===== config.mk =====
export PLATFORM = sky130hd
export DESIGN_NAME = cssc_charger_supervisor
export DESIGN_NICKNAME = d
export VERILOG_FILES = /design/src/pkg/cssc_pkg.sv /design/src/rtl/cssc_tick_timer.sv /design/src/rtl/cssc_two_level.sv /design/src/rtl/cssc_charger_supervisor.sv
export VERILOG_INCLUDE_DIRS = /design/src /design/src/pkg
export SDC_FILE = /design/constraint.sdc
export NUM_CORES = 1
export LEC_CHECK = 0
export ABC_AREA = 1
export BUFFER_PORTS_ARGS = -buffer_cell sky130_fd_sc_hd__buf_2
export CORE_ASPECT_RATIO = 1.5
export CORE_MARGIN = 2
export CORE_UTILIZATION = 57
export CTS_CLUSTER_SIZE = 10
export DETAILED_ROUTE_END_ITERATION = 7
export GPL_TIMING_DRIVEN = 0
export PLACE_DENSITY = 0.82
export REMOVE_ABC_BUFFERS = 1
export SLEW_MARGIN = 20
export SYNTH_ARGS = -nofsm -noshare
export SYNTH_HDL_FRONTEND = slang
export SYNTH_HIERARCHICAL = 1
export SYNTH_SLANG_ARGS = --single-unit

===== constraint.sdc =====
create_clock -name clock -period 10.8 [get_ports clock]
set_clock_uncertainty 0.2 [all_clocks]
set_input_delay 2.16 -clock clock [delete_from_list [all_inputs] [get_ports clock]]
set_output_delay 2.16 -clock clock [all_outputs]
set_load 0.01 [all_outputs]

===== src/pkg/cssc_defs.svh =====
`ifndef CSSC_DEFS_SVH
`define CSSC_DEFS_SVH

// Register byte offsets
`define CSSC_ADDR_WORD_A     8'h00
`define CSSC_ADDR_WORD_B     8'h04
`define CSSC_ADDR_WORD_C     8'h08
`define CSSC_ADDR_CAP_PRI    8'h0c
`define CSSC_ADDR_CAP_SEC    8'h10
`define CSSC_ADDR_FILL       8'h14
`define CSSC_ADDR_FAST_CAP   8'h18
`define CSSC_ADDR_CEILING    8'h1c
`define CSSC_ADDR_FLOOR      8'h20
`define CSSC_ADDR_STATUS     8'h24

// Reset values
`define CSSC_RST_WORD_A      16'h0000
`define CSSC_RST_WORD_B      16'h0000
`define CSSC_RST_WORD_C      16'h0000
`define CSSC_RST_CAP_PRI     16'h0000
`define CSSC_RST_CAP_SEC     16'h0000
`define CSSC_RST_FILL        16'h0000
`define CSSC_RST_FAST_CAP    16'h0000
`define CSSC_RST_CEILING     16'h0000
`define CSSC_RST_FLOOR       16'h0000

// Field positions
`define CSSC_A_VREF_LO       0
`define CSSC_A_VREF_HI       1
`define CSSC_A_TURBO_DIS     2
`define CSSC_A_WD_DIS        7
`define CSSC_B_PLATFORM_POWER_MONITOR_EN       3
`define CSSC_B_DISCHARGE_MONITOR_OUT_EN       4
`define CSSC_B_INPUT_CURRENT_MONITOR_OUT_EN       5
`define CSSC_C_TWO_LEVEL     12
`define CSSC_C_TRICKLE_LO    14
`define CSSC_C_TRICKLE_HI    15

// Timing
`define CSSC_CLK_PERIOD_NS   10
`define CSSC_TICK_NS         1000000
`define CSSC_TICK_CYCLES     (`CSSC_TICK_NS / `CSSC_CLK_PERIOD_NS)
`define CSSC_TURBO_EXIT_MS   20
`define CSSC_WD_S            175
`define CSSC_WD_TICKS        (`CSSC_WD_S * 1000)
`define CSSC_T1_CYCLES       100000
`define CSSC_T2_CYCLES       100000

`endif


===== src/pkg/cssc_pkg.sv =====
package cssc_pkg;

    typedef enum logic [1:0] {
        CSSC_LIM_IDLE,
        CSSC_LIM_SECONDARY,
        CSSC_LIM_PRIMARY
    } cssc_lim_state_t;

    // Comparator flags from the analog stage
    typedef struct packed {
        logic input_at_active_cap;
        logic input_voltage_at_ref;
        logic input_near_primary_cap;
        logic sys_below_batt_150mv;
        logic charge_current_150ma;
        logic discharge_below_300ma;
        logic battery_below_floor;
        logic battery_above_5v8;
        logic battery_only_mode;
    } cssc_sense_t;

    // Controls to the power stage
    typedef struct packed {
        logic battery_isolation_fet;
        logic input_power_limit;
        logic use_secondary_cap;
        logic input_current_monitor_out;
        logic discharge_monitor_out;
        logic platform_power_monitor;
        logic trickle_charge;
        logic fast_charge;
        logic regulate_at_floor;
        logic regulate_at_ceiling;
    } cssc_drive_t;

endpackage : cssc_pkg


===== src/rtl/cssc_tick_timer.sv =====
`timescale 1ns/1ps
`default_nettype none

module cssc_tick_timer #(
    parameter int unsigned LIMIT = 20
) (
    // Clock and reset
    input  wire logic clock,
    input  wire logic reset,
    // Control
    input  wire logic tick,
    input  wire logic run,
    input  wire logic restart,
    // Expiry pulse
    output logic      done
);
    logic [31:0] count;

    always_ff @(posedge clock or posedge reset) begin
        if (reset) begin
            count <= 32'h0000_0000;
        end else if (restart || !run) begin
            count <= 32'h0000_0000;
        end else if (tick && count != 32'(LIMIT)) begin
            count <= count + 32'h0000_0001;
        end
    end

    // Fires once; the count parks at the limit until restarted or run drops
    always_ff @(posedge clock or posedge reset) begin
        if (reset) begin
            done <= 1'b0;
        end else begin
            done <= run && !restart && tick && count == 32'(LIMIT - 1);
        end
    end

endmodule : cssc_tick_timer

`default_nettype wire


===== src/rtl/cssc_two_level.sv =====
`timescale 1ns/1ps
`default_nettype none

module cssc_two_level
    import cssc_pkg::*;
#(
    parameter int unsigned T1_CYCLES = 100000,
    parameter int unsigned T2_CYCLES = 100000
) (
    // Clock and reset
    input  wire logic clock,
    input  wire logic reset,
    // Control
    input  wire logic enable,
    input  wire logic start,
    // Cap choice
    output logic      use_secondary
);
    cssc_lim_state_t state;
    logic [31:0]     count;

    always_ff @(posedge clock or posedge reset) begin
        if (reset) begin
            state <= CSSC_LIM_IDLE;
            count <= 32'h0000_0000;
        end else if (!enable) begin
            state <= CSSC_LIM_IDLE;
            count <= 32'h0000_0000;
        end else begin
            case (state)
                CSSC_LIM_IDLE: begin
                    count <= 32'h0000_0000;
                    if (start) begin
                        state <= CSSC_LIM_SECONDARY;
                    end
                end
                CSSC_LIM_SECONDARY: begin
                    if (count >= 32'(T2_CYCLES - 1)) begin
                        state <= CSSC_LIM_PRIMARY;
                        count <= 32'h0000_0000;
                    end else begin
                        count <= count + 32'h0000_0001;
                    end
                end
                CSSC_LIM_PRIMARY: begin
                    if (count >= 32'(T1_CYCLES - 1)) begin
                        state <= CSSC_LIM_SECONDARY;
                        count <= 32'h0000_0000;
                    end else begin
                        count <= count + 32'h0000_0001;
                    end
                end
                default: begin
                    state <= CSSC_LIM_IDLE;
                    count <= 32'h0000_0000;
                end
            endcase
        end
    end

    assign use_secondary = (state == CSSC_LIM_SECONDARY);

endmodule : cssc_two_level

`default_nettype wire


===== src/rtl/cssc_charger_supervisor.sv =====
`timescale 1ns/1ps
`default_nettype none
`include "cssc_defs.svh"

// What this block does
// - Limit input power at the active cap or when input voltage hits its reference.
// - While limiting, turn the isolation FET on when system sits 150mV under battery.
// - Leave turbo on 150mA charge, or discharge under 300mA beyond 20ms.
// - FET state follows turbo-disable bit and zero or nonzero fill setting.
// - Limiter starts near primary cap: secondary for t2, primary for t1, repeat.
// - Primary cap may be above or below secondary; no ordering enforced.
// - Word C bit 12 enables two-level limiting; otherwise primary cap only.
// - Word B bits 5 and 4 gate input and discharge monitor outputs.
// - Word B bit 3 gates the platform power monitor.
// - On battery alone, platform monitor stays off below 5.8V battery.
// - Nonzero fill setting allows trickle; trickle only while battery under floor.
// - Word C bits 15:14 select the trickle current level.
// - During trickle, FET loop holds system at the floor voltage.
// - At or above floor, charge fast capped at the fast fill cap.
// - No battery or FET off: regulate system at the ceiling.
// - Without ceiling or fill writes for 175s, charging ends with FET off.
// - Watchdog termination leaves the stored fill setting untouched.
// - After termination, charging resumes only on a ceiling or fill write.
// - Word A bit 7 disables the watchdog.
// - Charge only with nonzero fill setting and battery present.
module cssc_charger_supervisor
    import cssc_pkg::*;
#(
    parameter int unsigned TICK_CYCLES = `CSSC_TICK_CYCLES,
    parameter int unsigned TURBO_TICKS = `CSSC_TURBO_EXIT_MS,
    parameter int unsigned WD_TICKS    = `CSSC_WD_TICKS,
    parameter int unsigned T1_CYCLES   = `CSSC_T1_CYCLES,
    parameter int unsigned T2_CYCLES   = `CSSC_T2_CYCLES
) (
    // Clock and reset
    input  wire logic               clock,
    input  wire logic               reset,
    // APB slave
    input  wire logic               psel,
    input  wire logic               penable,
    input  wire logic               pwrite,
    input  wire logic [7:0]         paddr,
    input  wire logic [31:0]        pwdata,
    output logic      [31:0]        prdata,
    output logic                    pready,
    output logic                    pslverr,
    // Analog status
    input  wire cssc_pkg::cssc_sense_t sense,
    input  wire logic               battery_absent_input,
    // Power stage controls
    output cssc_pkg::cssc_drive_t   drive,
    output logic      [15:0]        active_input_cap,
    output logic      [15:0]        fast_fill_limit,
    output logic      [1:0]         input_voltage_ref,
    output logic      [1:0]         trickle_level,
    output logic                    charging_terminated
);
    import cssc_pkg::*;

    logic [15:0] configuration_word_a;
    logic [15:0] configuration_word_b;
    logic [15:0] configuration_word_c;
    logic [15:0] input_current_cap_primary;
    logic [15:0] input_current_cap_secondary;
    logic [15:0] battery_fill_setting;
    logic [15:0] fast_fill_cap;
    logic [15:0] system_voltage_ceiling;
    logic [15:0] system_voltage_floor;

    logic        access;
    logic        wr_en;
    logic        wd_write;
    logic        mapped;
    logic [15:0] status_word;
    logic [31:0] next_prdata;

    logic [31:0] prescale;
    logic        tick;
    logic        turbo;
    logic        turbo_exit_done;
    logic        wd_done;
    logic        lim_secondary;

    logic        two_level_en;
    logic        fill_nonzero;
    logic        turbo_disabled;
    logic        charge_allowed;
    logic        limiting;
    logic        next_turbo;
    logic        next_fet;
    cssc_drive_t next_drive;

    // APB decode; writes land on the access edge
    assign access   = psel && penable && pready;
    assign wr_en    = access && pwrite;
    assign wd_write = wr_en && (paddr == `CSSC_ADDR_CEILING || paddr == `CSSC_ADDR_FILL);

    always_comb begin
        case (paddr)
            `CSSC_ADDR_WORD_A, `CSSC_ADDR_WORD_B, `CSSC_ADDR_WORD_C,
            `CSSC_ADDR_CAP_PRI, `CSSC_ADDR_CAP_SEC, `CSSC_ADDR_FILL,
            `CSSC_ADDR_FAST_CAP, `CSSC_ADDR_CEILING, `CSSC_ADDR_FLOOR,
            `CSSC_ADDR_STATUS: mapped = 1'b1;
            default:           mapped = 1'b0;
        endcase
    end

    // Zero wait states: ready is raised for the access phase only
    always_ff @(posedge clock or posedge reset) begin
        if (reset) begin
            pready  <= 1'b0;
            pslverr <= 1'b0;
        end else begin
            pready  <= psel && !penable;
            pslverr <= psel && !penable && !mapped;
        end
    end

    assign status_word = {8'h00, drive.platform_power_monitor, charging_terminated,
                          drive.fast_charge, drive.trickle_charge, lim_secondary,
                          drive.input_power_limit, turbo, drive.battery_isolation_fet};

    always_comb begin
        case (paddr)
            `CSSC_ADDR_WORD_A:   next_prdata = {16'h0000, configuration_word_a};
            `CSSC_ADDR_WORD_B:   next_prdata = {16'h0000, configuration_word_b};
            `CSSC_ADDR_WORD_C:   next_prdata = {16'h0000, configuration_word_c};
            `CSSC_ADDR_CAP_PRI:  next_prdata = {16'h0000, input_current_cap_primary};
            `CSSC_ADDR_CAP_SEC:  next_prdata = {16'h0000, input_current_cap_secondary};
            `CSSC_ADDR_FILL:     next_prdata = {16'h0000, battery_fill_setting};
            `CSSC_ADDR_FAST_CAP: next_prdata = {16'h0000, fast_fill_cap};
            `CSSC_ADDR_CEILING:  next_prdata = {16'h0000, system_voltage_ceiling};
            `CSSC_ADDR_FLOOR:    next_prdata = {16'h0000, system_voltage_floor};
            `CSSC_ADDR_STATUS:   next_prdata = {16'h0000, status_word};
            default:             next_prdata = 32'h0000_0000;
        endcase
    end

    // Captured in setup so the data is steady through access
    always_ff @(posedge clock or posedge reset) begin
        if (reset) begin
            prdata <= 32'h0000_0000;
        end else if (psel && !penable && !pwrite) begin
            prdata <= next_prdata;
        end
    end

    // Register file; caps stored as written, in any order
    always_ff @(posedge clock or posedge reset) begin
        if (reset) begin
            configuration_word_a        <= `CSSC_RST_WORD_A;
            configuration_word_b        <= `CSSC_RST_WORD_B;
            configuration_word_c        <= `CSSC_RST_WORD_C;
            input_current_cap_primary   <= `CSSC_RST_CAP_PRI;
            input_current_cap_secondary <= `CSSC_RST_CAP_SEC;
            battery_fill_setting        <= `CSSC_RST_FILL;
            fast_fill_cap               <= `CSSC_RST_FAST_CAP;
            system_voltage_ceiling      <= `CSSC_RST_CEILING;
            system_voltage_floor        <= `CSSC_RST_FLOOR;
        end else if (wr_en) begin
            case (paddr)
                `CSSC_ADDR_WORD_A:   configuration_word_a        <= pwdata[15:0];
                `CSSC_ADDR_WORD_B:   configuration_word_b        <= pwdata[15:0];
                `CSSC_ADDR_WORD_C:   configuration_word_c        <= pwdata[15:0];
                `CSSC_ADDR_CAP_PRI:  input_current_cap_primary   <= pwdata[15:0];
                `CSSC_ADDR_CAP_SEC:  input_current_cap_secondary <= pwdata[15:0];
                `CSSC_ADDR_FILL:     battery_fill_setting        <= pwdata[15:0];
                `CSSC_ADDR_FAST_CAP: fast_fill_cap               <= pwdata[15:0];
                `CSSC_ADDR_CEILING:  system_voltage_ceiling      <= pwdata[15:0];
                `CSSC_ADDR_FLOOR:    system_voltage_floor        <= pwdata[15:0];
                default: begin
                end
            endcase
        end
    end

    // Millisecond prescaler shared by both slow timers
    always_ff @(posedge clock or posedge reset) begin
        if (reset) begin
            prescale <= 32'h0000_0000;
            tick     <= 1'b0;
        end else if (prescale >= 32'(TICK_CYCLES - 1)) begin
            prescale <= 32'h0000_0000;
            tick     <= 1'b1;
        end else begin
            prescale <= prescale + 32'h0000_0001;
            tick     <= 1'b0;
        end
    end

    // Low discharge must hold unbroken; any break restarts the count
    cssc_tick_timer #(
        .LIMIT (TURBO_TICKS)
    ) u_turbo_exit (
        .clock   (clock),
        .reset   (reset),
        .tick    (tick),
        .run     (turbo && sense.discharge_below_300ma),
        .restart (1'b0),
        .done    (turbo_exit_done)
    );

    // Watchdog count is held at zero while disabled or already terminated
    cssc_tick_timer #(
        .LIMIT (WD_TICKS)
    ) u_watchdog (
        .clock   (clock),
        .reset   (reset),
        .tick    (tick),
        .run     (!configuration_word_a[`CSSC_A_WD_DIS] && !charging_terminated),
        .restart (wd_write),
        .done    (wd_done)
    );

    // Expiry wins over a write in the same cycle
    always_ff @(posedge clock or posedge reset) begin
        if (reset) begin
            charging_terminated <= 1'b0;
        end else if (wd_done) begin
            charging_terminated <= 1'b1;
        end else if (wd_write) begin
            charging_terminated <= 1'b0;
        end
    end

    assign two_level_en = configuration_word_c[`CSSC_C_TWO_LEVEL];

    cssc_two_level #(
        .T1_CYCLES (T1_CYCLES),
        .T2_CYCLES (T2_CYCLES)
    ) u_two_level (
        .clock         (clock),
        .reset         (reset),
        .enable        (two_level_en),
        .start         (sense.input_near_primary_cap),
        .use_secondary (lim_secondary)
    );

    // Secondary cap only matters while the pattern is running
    always_ff @(posedge clock or posedge reset) begin
        if (reset) begin
            active_input_cap <= `CSSC_RST_CAP_PRI;
        end else if (two_level_en && lim_secondary) begin
            active_input_cap <= input_current_cap_secondary;
        end else begin
            active_input_cap <= input_current_cap_primary;
        end
    end

    always_ff @(posedge clock or posedge reset) begin
        if (reset) begin
            input_voltage_ref <= 2'h0;
            trickle_level     <= 2'h0;
            fast_fill_limit   <= `CSSC_RST_FAST_CAP;
        end else begin
            input_voltage_ref <= configuration_word_a[`CSSC_A_VREF_HI:`CSSC_A_VREF_LO];
            trickle_level     <= configuration_word_c[`CSSC_C_TRICKLE_HI:`CSSC_C_TRICKLE_LO];
            fast_fill_limit   <= fast_fill_cap;
        end
    end

    assign fill_nonzero   = (battery_fill_setting != 16'h0000);
    assign turbo_disabled = configuration_word_a[`CSSC_A_TURBO_DIS];
    assign limiting       = sense.input_at_active_cap || sense.input_voltage_at_ref;
    assign charge_allowed = fill_nonzero && !battery_absent_input && !charging_terminated;

    // Turbo entry and exit
    always_comb begin
        next_turbo = turbo;
        if (turbo && (sense.charge_current_150ma || turbo_exit_done)) begin
            next_turbo = 1'b0;
        end else if (!turbo && limiting && sense.sys_below_batt_150mv) begin
            next_turbo = 1'b1;
        end
    end

    always_ff @(posedge clock or posedge reset) begin
        if (reset) begin
            turbo <= 1'b0;
        end else begin
            turbo <= next_turbo;
        end
    end

    // FET truth table; termination overrides it
    always_comb begin
        if (charging_terminated) begin
            next_fet = 1'b0;
        end else if (next_turbo) begin
            next_fet = !turbo_disabled || fill_nonzero;
        end else begin
            next_fet = fill_nonzero;
        end
    end

    always_comb begin
        next_drive.battery_isolation_fet     = next_fet;
        next_drive.input_power_limit         = limiting;
        next_drive.use_secondary_cap         = two_level_en && lim_secondary;
        next_drive.input_current_monitor_out = configuration_word_b[`CSSC_B_INPUT_CURRENT_MONITOR_OUT_EN];
        next_drive.discharge_monitor_out     = configuration_word_b[`CSSC_B_DISCHARGE_MONITOR_OUT_EN];
        next_drive.platform_power_monitor    = configuration_word_b[`CSSC_B_PLATFORM_POWER_MONITOR_EN]
            && !(sense.battery_only_mode && !sense.battery_above_5v8);
        next_drive.trickle_charge            = charge_allowed && sense.battery_below_floor;
        next_drive.fast_charge               = charge_allowed && !sense.battery_below_floor;
        next_drive.regulate_at_floor         = charge_allowed && sense.battery_below_floor;
        next_drive.regulate_at_ceiling       = battery_absent_input || !next_fet;
    end

    // Registered so every control leaves a flip-flop
    always_ff @(posedge clock or posedge reset) begin
        if (reset) begin
            drive <= '0;
        end else begin
            drive <= next_drive;
        end
    end

endmodule : cssc_charger_supervisor

`default_nettype wire


==> metrics.log <==
[metrics] status: finished, final reports clean
[metrics] fin. max-slew vios: 0
[metrics] cell depth of the worst hold path: 0
[metrics] antenna fix cells: 0
[metrics] predominant post-synthesis flop cell: sky130_fd_sc_hd__dfrtp_1
[metrics] top achievable clock speed: ~0.21 GHz
[metrics] slew margin rel.: 0.2428
[metrics] drc violations: 0
[metrics] reg-to-reg setup timing slack: between 7 and 8 ns
[metrics] category of the critical setup timing path: in2reg
[metrics] number of flops mapped to enable cells by yosys: 0
[metrics] DR WL/cell: approximately 16 um
[metrics] Crit path arrival time: slightly above 5 ns
[metrics] Die Footprint: approximately 0.031 mm2
[metrics] kind of start point of the critical path: input port
[metrics] peak per-stage delay on the critical path: just under 0.7 ns
[metrics] mean post-synth cell area: about 8 um2
[metrics] fraction of layout cells with a size suffix above 1: 0.1142
[metrics] total wire length after detailed routing: 42.50 mm
[metrics] first-pass GRT wire length: 70.42 mm
[metrics] routed vias/inst: between 5 and 6
[metrics] setup slack after placement: about 5.5 ns
[metrics] total congestion overflow after global routing: 0
[metrics] Synth Area in XOR/XNOR: 0.02102
[metrics] largest family of logic cells by synthesized area: simple AND/OR/NAND/NOR gates
[metrics] Port Buffers: roughly 100
[metrics] sinks on the clock net: around 340
[metrics] crit path cell chain: buf_2 -> nand4_4 -> nor3_2 -> inv_2 -> nand2_1 -> nor2_4 -> inv_1 -> nor2_8 -> nand2_1 -> nand2_1
[metrics] maximum fanout count along the critical path: 33
[metrics] cell area after technology mapping: approximately 0.017 mm2
[metrics] number of distinct standard cells referenced by the synthesized netlist: 44
[metrics] end point of the critical path: u_watchdog/count[28]
[metrics] number of cells produced by synthesis: between 2000 and 2500
[metrics] total I/O pin count: ~140
[metrics] post-synthesis sequential area ratio: 0.5011
[metrics] FILL cells: approximately 2500
[metrics] final setup vio count: 0
[metrics] total track usage: 0.2748
[metrics] multi-input combinational cell area: 0.007370 mm2
[metrics] number of cells traversed by the worst register-to-register path: 9
[metrics] Reg-to-Reg End: u_watchdog/count[28]
[metrics] number of antenna violations at the first check in global routing: 0
[metrics] number of post-CTS setup repair buffers: 0
[metrics] count of final hold-check violations: 0
[metrics] setup repair after global routing missed its margin: false
[metrics] final weighted congestion of routability-driven global placement: about 0.9
[metrics] die outline width: about 150 um
[metrics] number of maximum-capacitance violations: 0
[metrics] root buf cell: sky130_fd_sc_hd__clkbuf_16
[metrics] mux share of post-synthesis cell area: 0
[metrics] number of buffers created by CTS: 40
[metrics] Worst Tran Pin Value: between 1 and 1.5 ns
[metrics] Synthesis Warnings: 6
[metrics] Initial DRC Count: roughly 1300
[metrics] number of global-route vias before repair: about 15000
[metrics] reported leakage power: between 0.009 and 0.01 uW
[metrics] number of gates on the worst path with buffers counted: 10
[metrics] pin count of the biggest net entering global routing: 106
[metrics] worst ir drop on vdd: 97.72 uV
[metrics] synthesized-area fraction occupied by ao, oa, aoi and oai cells: 0.04945
[metrics] flops & latches, synth: 342
[metrics] post-route fraction of the period consumed by the critical path: 0.4415
[metrics] adder-cell area share of the yosys netlist: 0.007325
[metrics] buffer depth of the longest clock path: 3
[metrics] fin worst setup slack: a little over 6 ns
[metrics] startpoint of the worst setup timing path: pwrite
[metrics] Post-synth ARST share: 1.000
[metrics] Critical Path RT: approximately 11 ns
[metrics] Std-Cell Core Area: 0.02948 mm2
[metrics] Pwr Density: between 100 and 150 mW/mm2
[metrics] Worst path top cell family by delay: simple AND/OR/NAND/NOR gates
[metrics] CP Capture Type: flip-flop
[metrics] post-placement cell area: about 0.018 mm2
[metrics] count of hold-fix buffers inserted at cts: 0
[metrics] H-tree depth reported by CTS: 2
[metrics] worst skew pair latency: between 0.5 and 0.6 ns
[metrics] height of the chip: ~220 um
[metrics] reg-to-reg critical path startpoint: pready
[metrics] remaining number of nets flagged by the antenna check after routing: 0
[metrics] CP dominant cell by count: sky130_fd_sc_hd__nand2_1
[metrics] total number of nets in the final design: 2311
[metrics] Initial Util: 0.5794
[metrics] half-perimeter wire length after placement: 27.54 mm
[metrics] DRT Pass-1 Iters: 6
[metrics] via count: approximately 15000
[metrics] cell with the biggest individual delay on the critical path: sky130_fd_sc_hd__nor2_4
[metrics] quantity of gates resized following cts: 0
[metrics] type of the tightest min-delay check: reg2reg
[metrics] top library cells by usage in the layout, fill and taps aside: sky130_fd_sc_hd__nand2_1, sky130_fd_sc_hd__dfrtp_1, sky130_fd_sc_hd__nor2_1, sky130_fd_sc_hd__nand3_1, sky130_fd_sc_hd__inv_1
[metrics] most common cell after layout, fill and taps aside: sky130_fd_sc_hd__nand2_1
[metrics] Critical path buffers and inverters: 3
[metrics] finished layout cell area: 0.01882 mm2
[metrics] synthesis-to-finish area growth: 10.20%
[metrics] TritonCTS clock tree: done
[metrics] clock transition at the registers of the reported paths: approximately 0.050 ns
[metrics] minimum clock period after layout: ~4.8 ns
[metrics] Site Rows: a little under 80
[metrics] area fraction in and, or, nand and nor cells after synthesis: 0.3423
[metrics] area used by sequential logic in the layout: between 0.008 and 0.009 mm2
==> registers in the layout, summed over array words and instances (netlist names), 2 cells and up <==
register	flops
active_input_cap	16
battery_fill_setting	16
configuration_word_a	16
configuration_word_b	16
configuration_word_c	16
drive	9
fast_fill_cap	16
fast_fill_limit	16
input_current_cap_primary	16
input_current_cap_secondary	16
input_voltage_ref	2
prdata	16
prescale	32
system_voltage_ceiling	16
system_voltage_floor	16
trickle_level	2
u_turbo_exit/count	32
u_two_level/count	32
u_two_level/state	2
u_watchdog/count	32
==> worst min-delay path by stage <==
stage | start | to | slack, ns
5_1_grt | fast_fill_cap[9] | fast_fill_limit[9] | 0.21
3_3_place_gp | fast_fill_cap[9] | fast_fill_limit[9] | 0.19
6_report | fast_fill_cap[14] | fast_fill_limit[14] | 0.20
3_5_place_dp | fast_fill_cap[14] | fast_fill_limit[14] | 0.19
2_1_floorplan | fast_fill_cap[5] | fast_fill_limit[5] | 0.17
4_1_cts | fast_fill_cap[14] | fast_fill_limit[14] | 0.20
==> worst reg2reg max path: stages, from the launching register on <==
cell and delay [ns]:
sky130_fd_sc_hd__dfrtp_1 0.40, sky130_fd_sc_hd__nand4_4 0.17, sky130_fd_sc_hd__nor3_2 0.07, sky130_fd_sc_hd__inv_2 0.52, sky130_fd_sc_hd__nand2_1 0.37, sky130_fd_sc_hd__nor2_4 0.69
sky130_fd_sc_hd__inv_1 0.25, sky130_fd_sc_hd__nor2_8 0.44, sky130_fd_sc_hd__nand2_1 0.12, sky130_fd_sc_hd__nand2_1 0.09
==> layer usage <==
metal	part of all wire	vias to the layer above	global-route usage
met3	0.062	170	0.03975
met2	0.51	586	0.4839
met5	0	-	0
li1	-	6912	-
met4	0.056	0	0.1637
met1	0.38	6869	0.3178
==> synthesized netlist by cell type (all sizes together), types with 2 or more instances <==
library cell	instances	area, um2
a31oi	4	25.02
dfrtp	342	8558
o21bai	2	15.01
clkinv	3	11.26
or2	6	37.54
nor3b	2	15.01
inv	170	643.1
nand3	223	1169
nor3	19	130.1
nand2	738	2823
buf	83	633.1
nand4	44	290.3
conb	2	7.510
clkbuf	10	38.78
xor2	33	289.0
xnor2	8	70.07
nor2	269	1211
o21ai	148	774.5
a21oi	3	15.01
ha	10	125.1
nand3b	20	150.1
==> cell type report <==
type                       instances  area share
timing repair buffer             108     0.03470
multi-input combinational       1581      0.3915
inverter                         173     0.03516
clock buffer                      45     0.05643
sequential                       342      0.4547
tap                              395     0.02626
clock inverter                     2    0.001263
==> report_power, final <==
part	internal (uW)	total [uW]	switching (uW)
clock network	687	1190	501
registers	1290	1300	6.26
logic	17.2	87.2	70.0
total	2000	2570	577
==> through the flow <==
step | setup TNS [ns] | cells | total power [uW] | utilization | hold slack (ns)
floorplan | 0 | 2096 | 1370 | - | 0.1744
global placement | -124.39 | 2594 | 1401 | 0.5961 | 0.1860
detailed placement | 0 | 2599 | 1409 | 0.6016 | 0.1887
CTS | 0 | 2646 | 2589 | 0.6385 | 0.2022
global route | 0 | 2646 | 2656 | 0.6385 | 0.2121
finish | 0 | 2646 | 2574 | 0.6385 | 0.2016
==> logic make-up (layout without fill, tap and decap cells) <==
family | Yosys count | in the layout
AO/OA/AOI/OAI | 159 | 159
XOR/XNOR | 41 | 41
adder cells (fa/ha/maj) | 10 | 10
buffers and inverters | 267 | 328
flip-flops | 342 | 342
other | 2 | 47
AND/OR/NAND/NOR | 1324 | 1324
No activity file was read; power rests on OpenSTA's default activity.
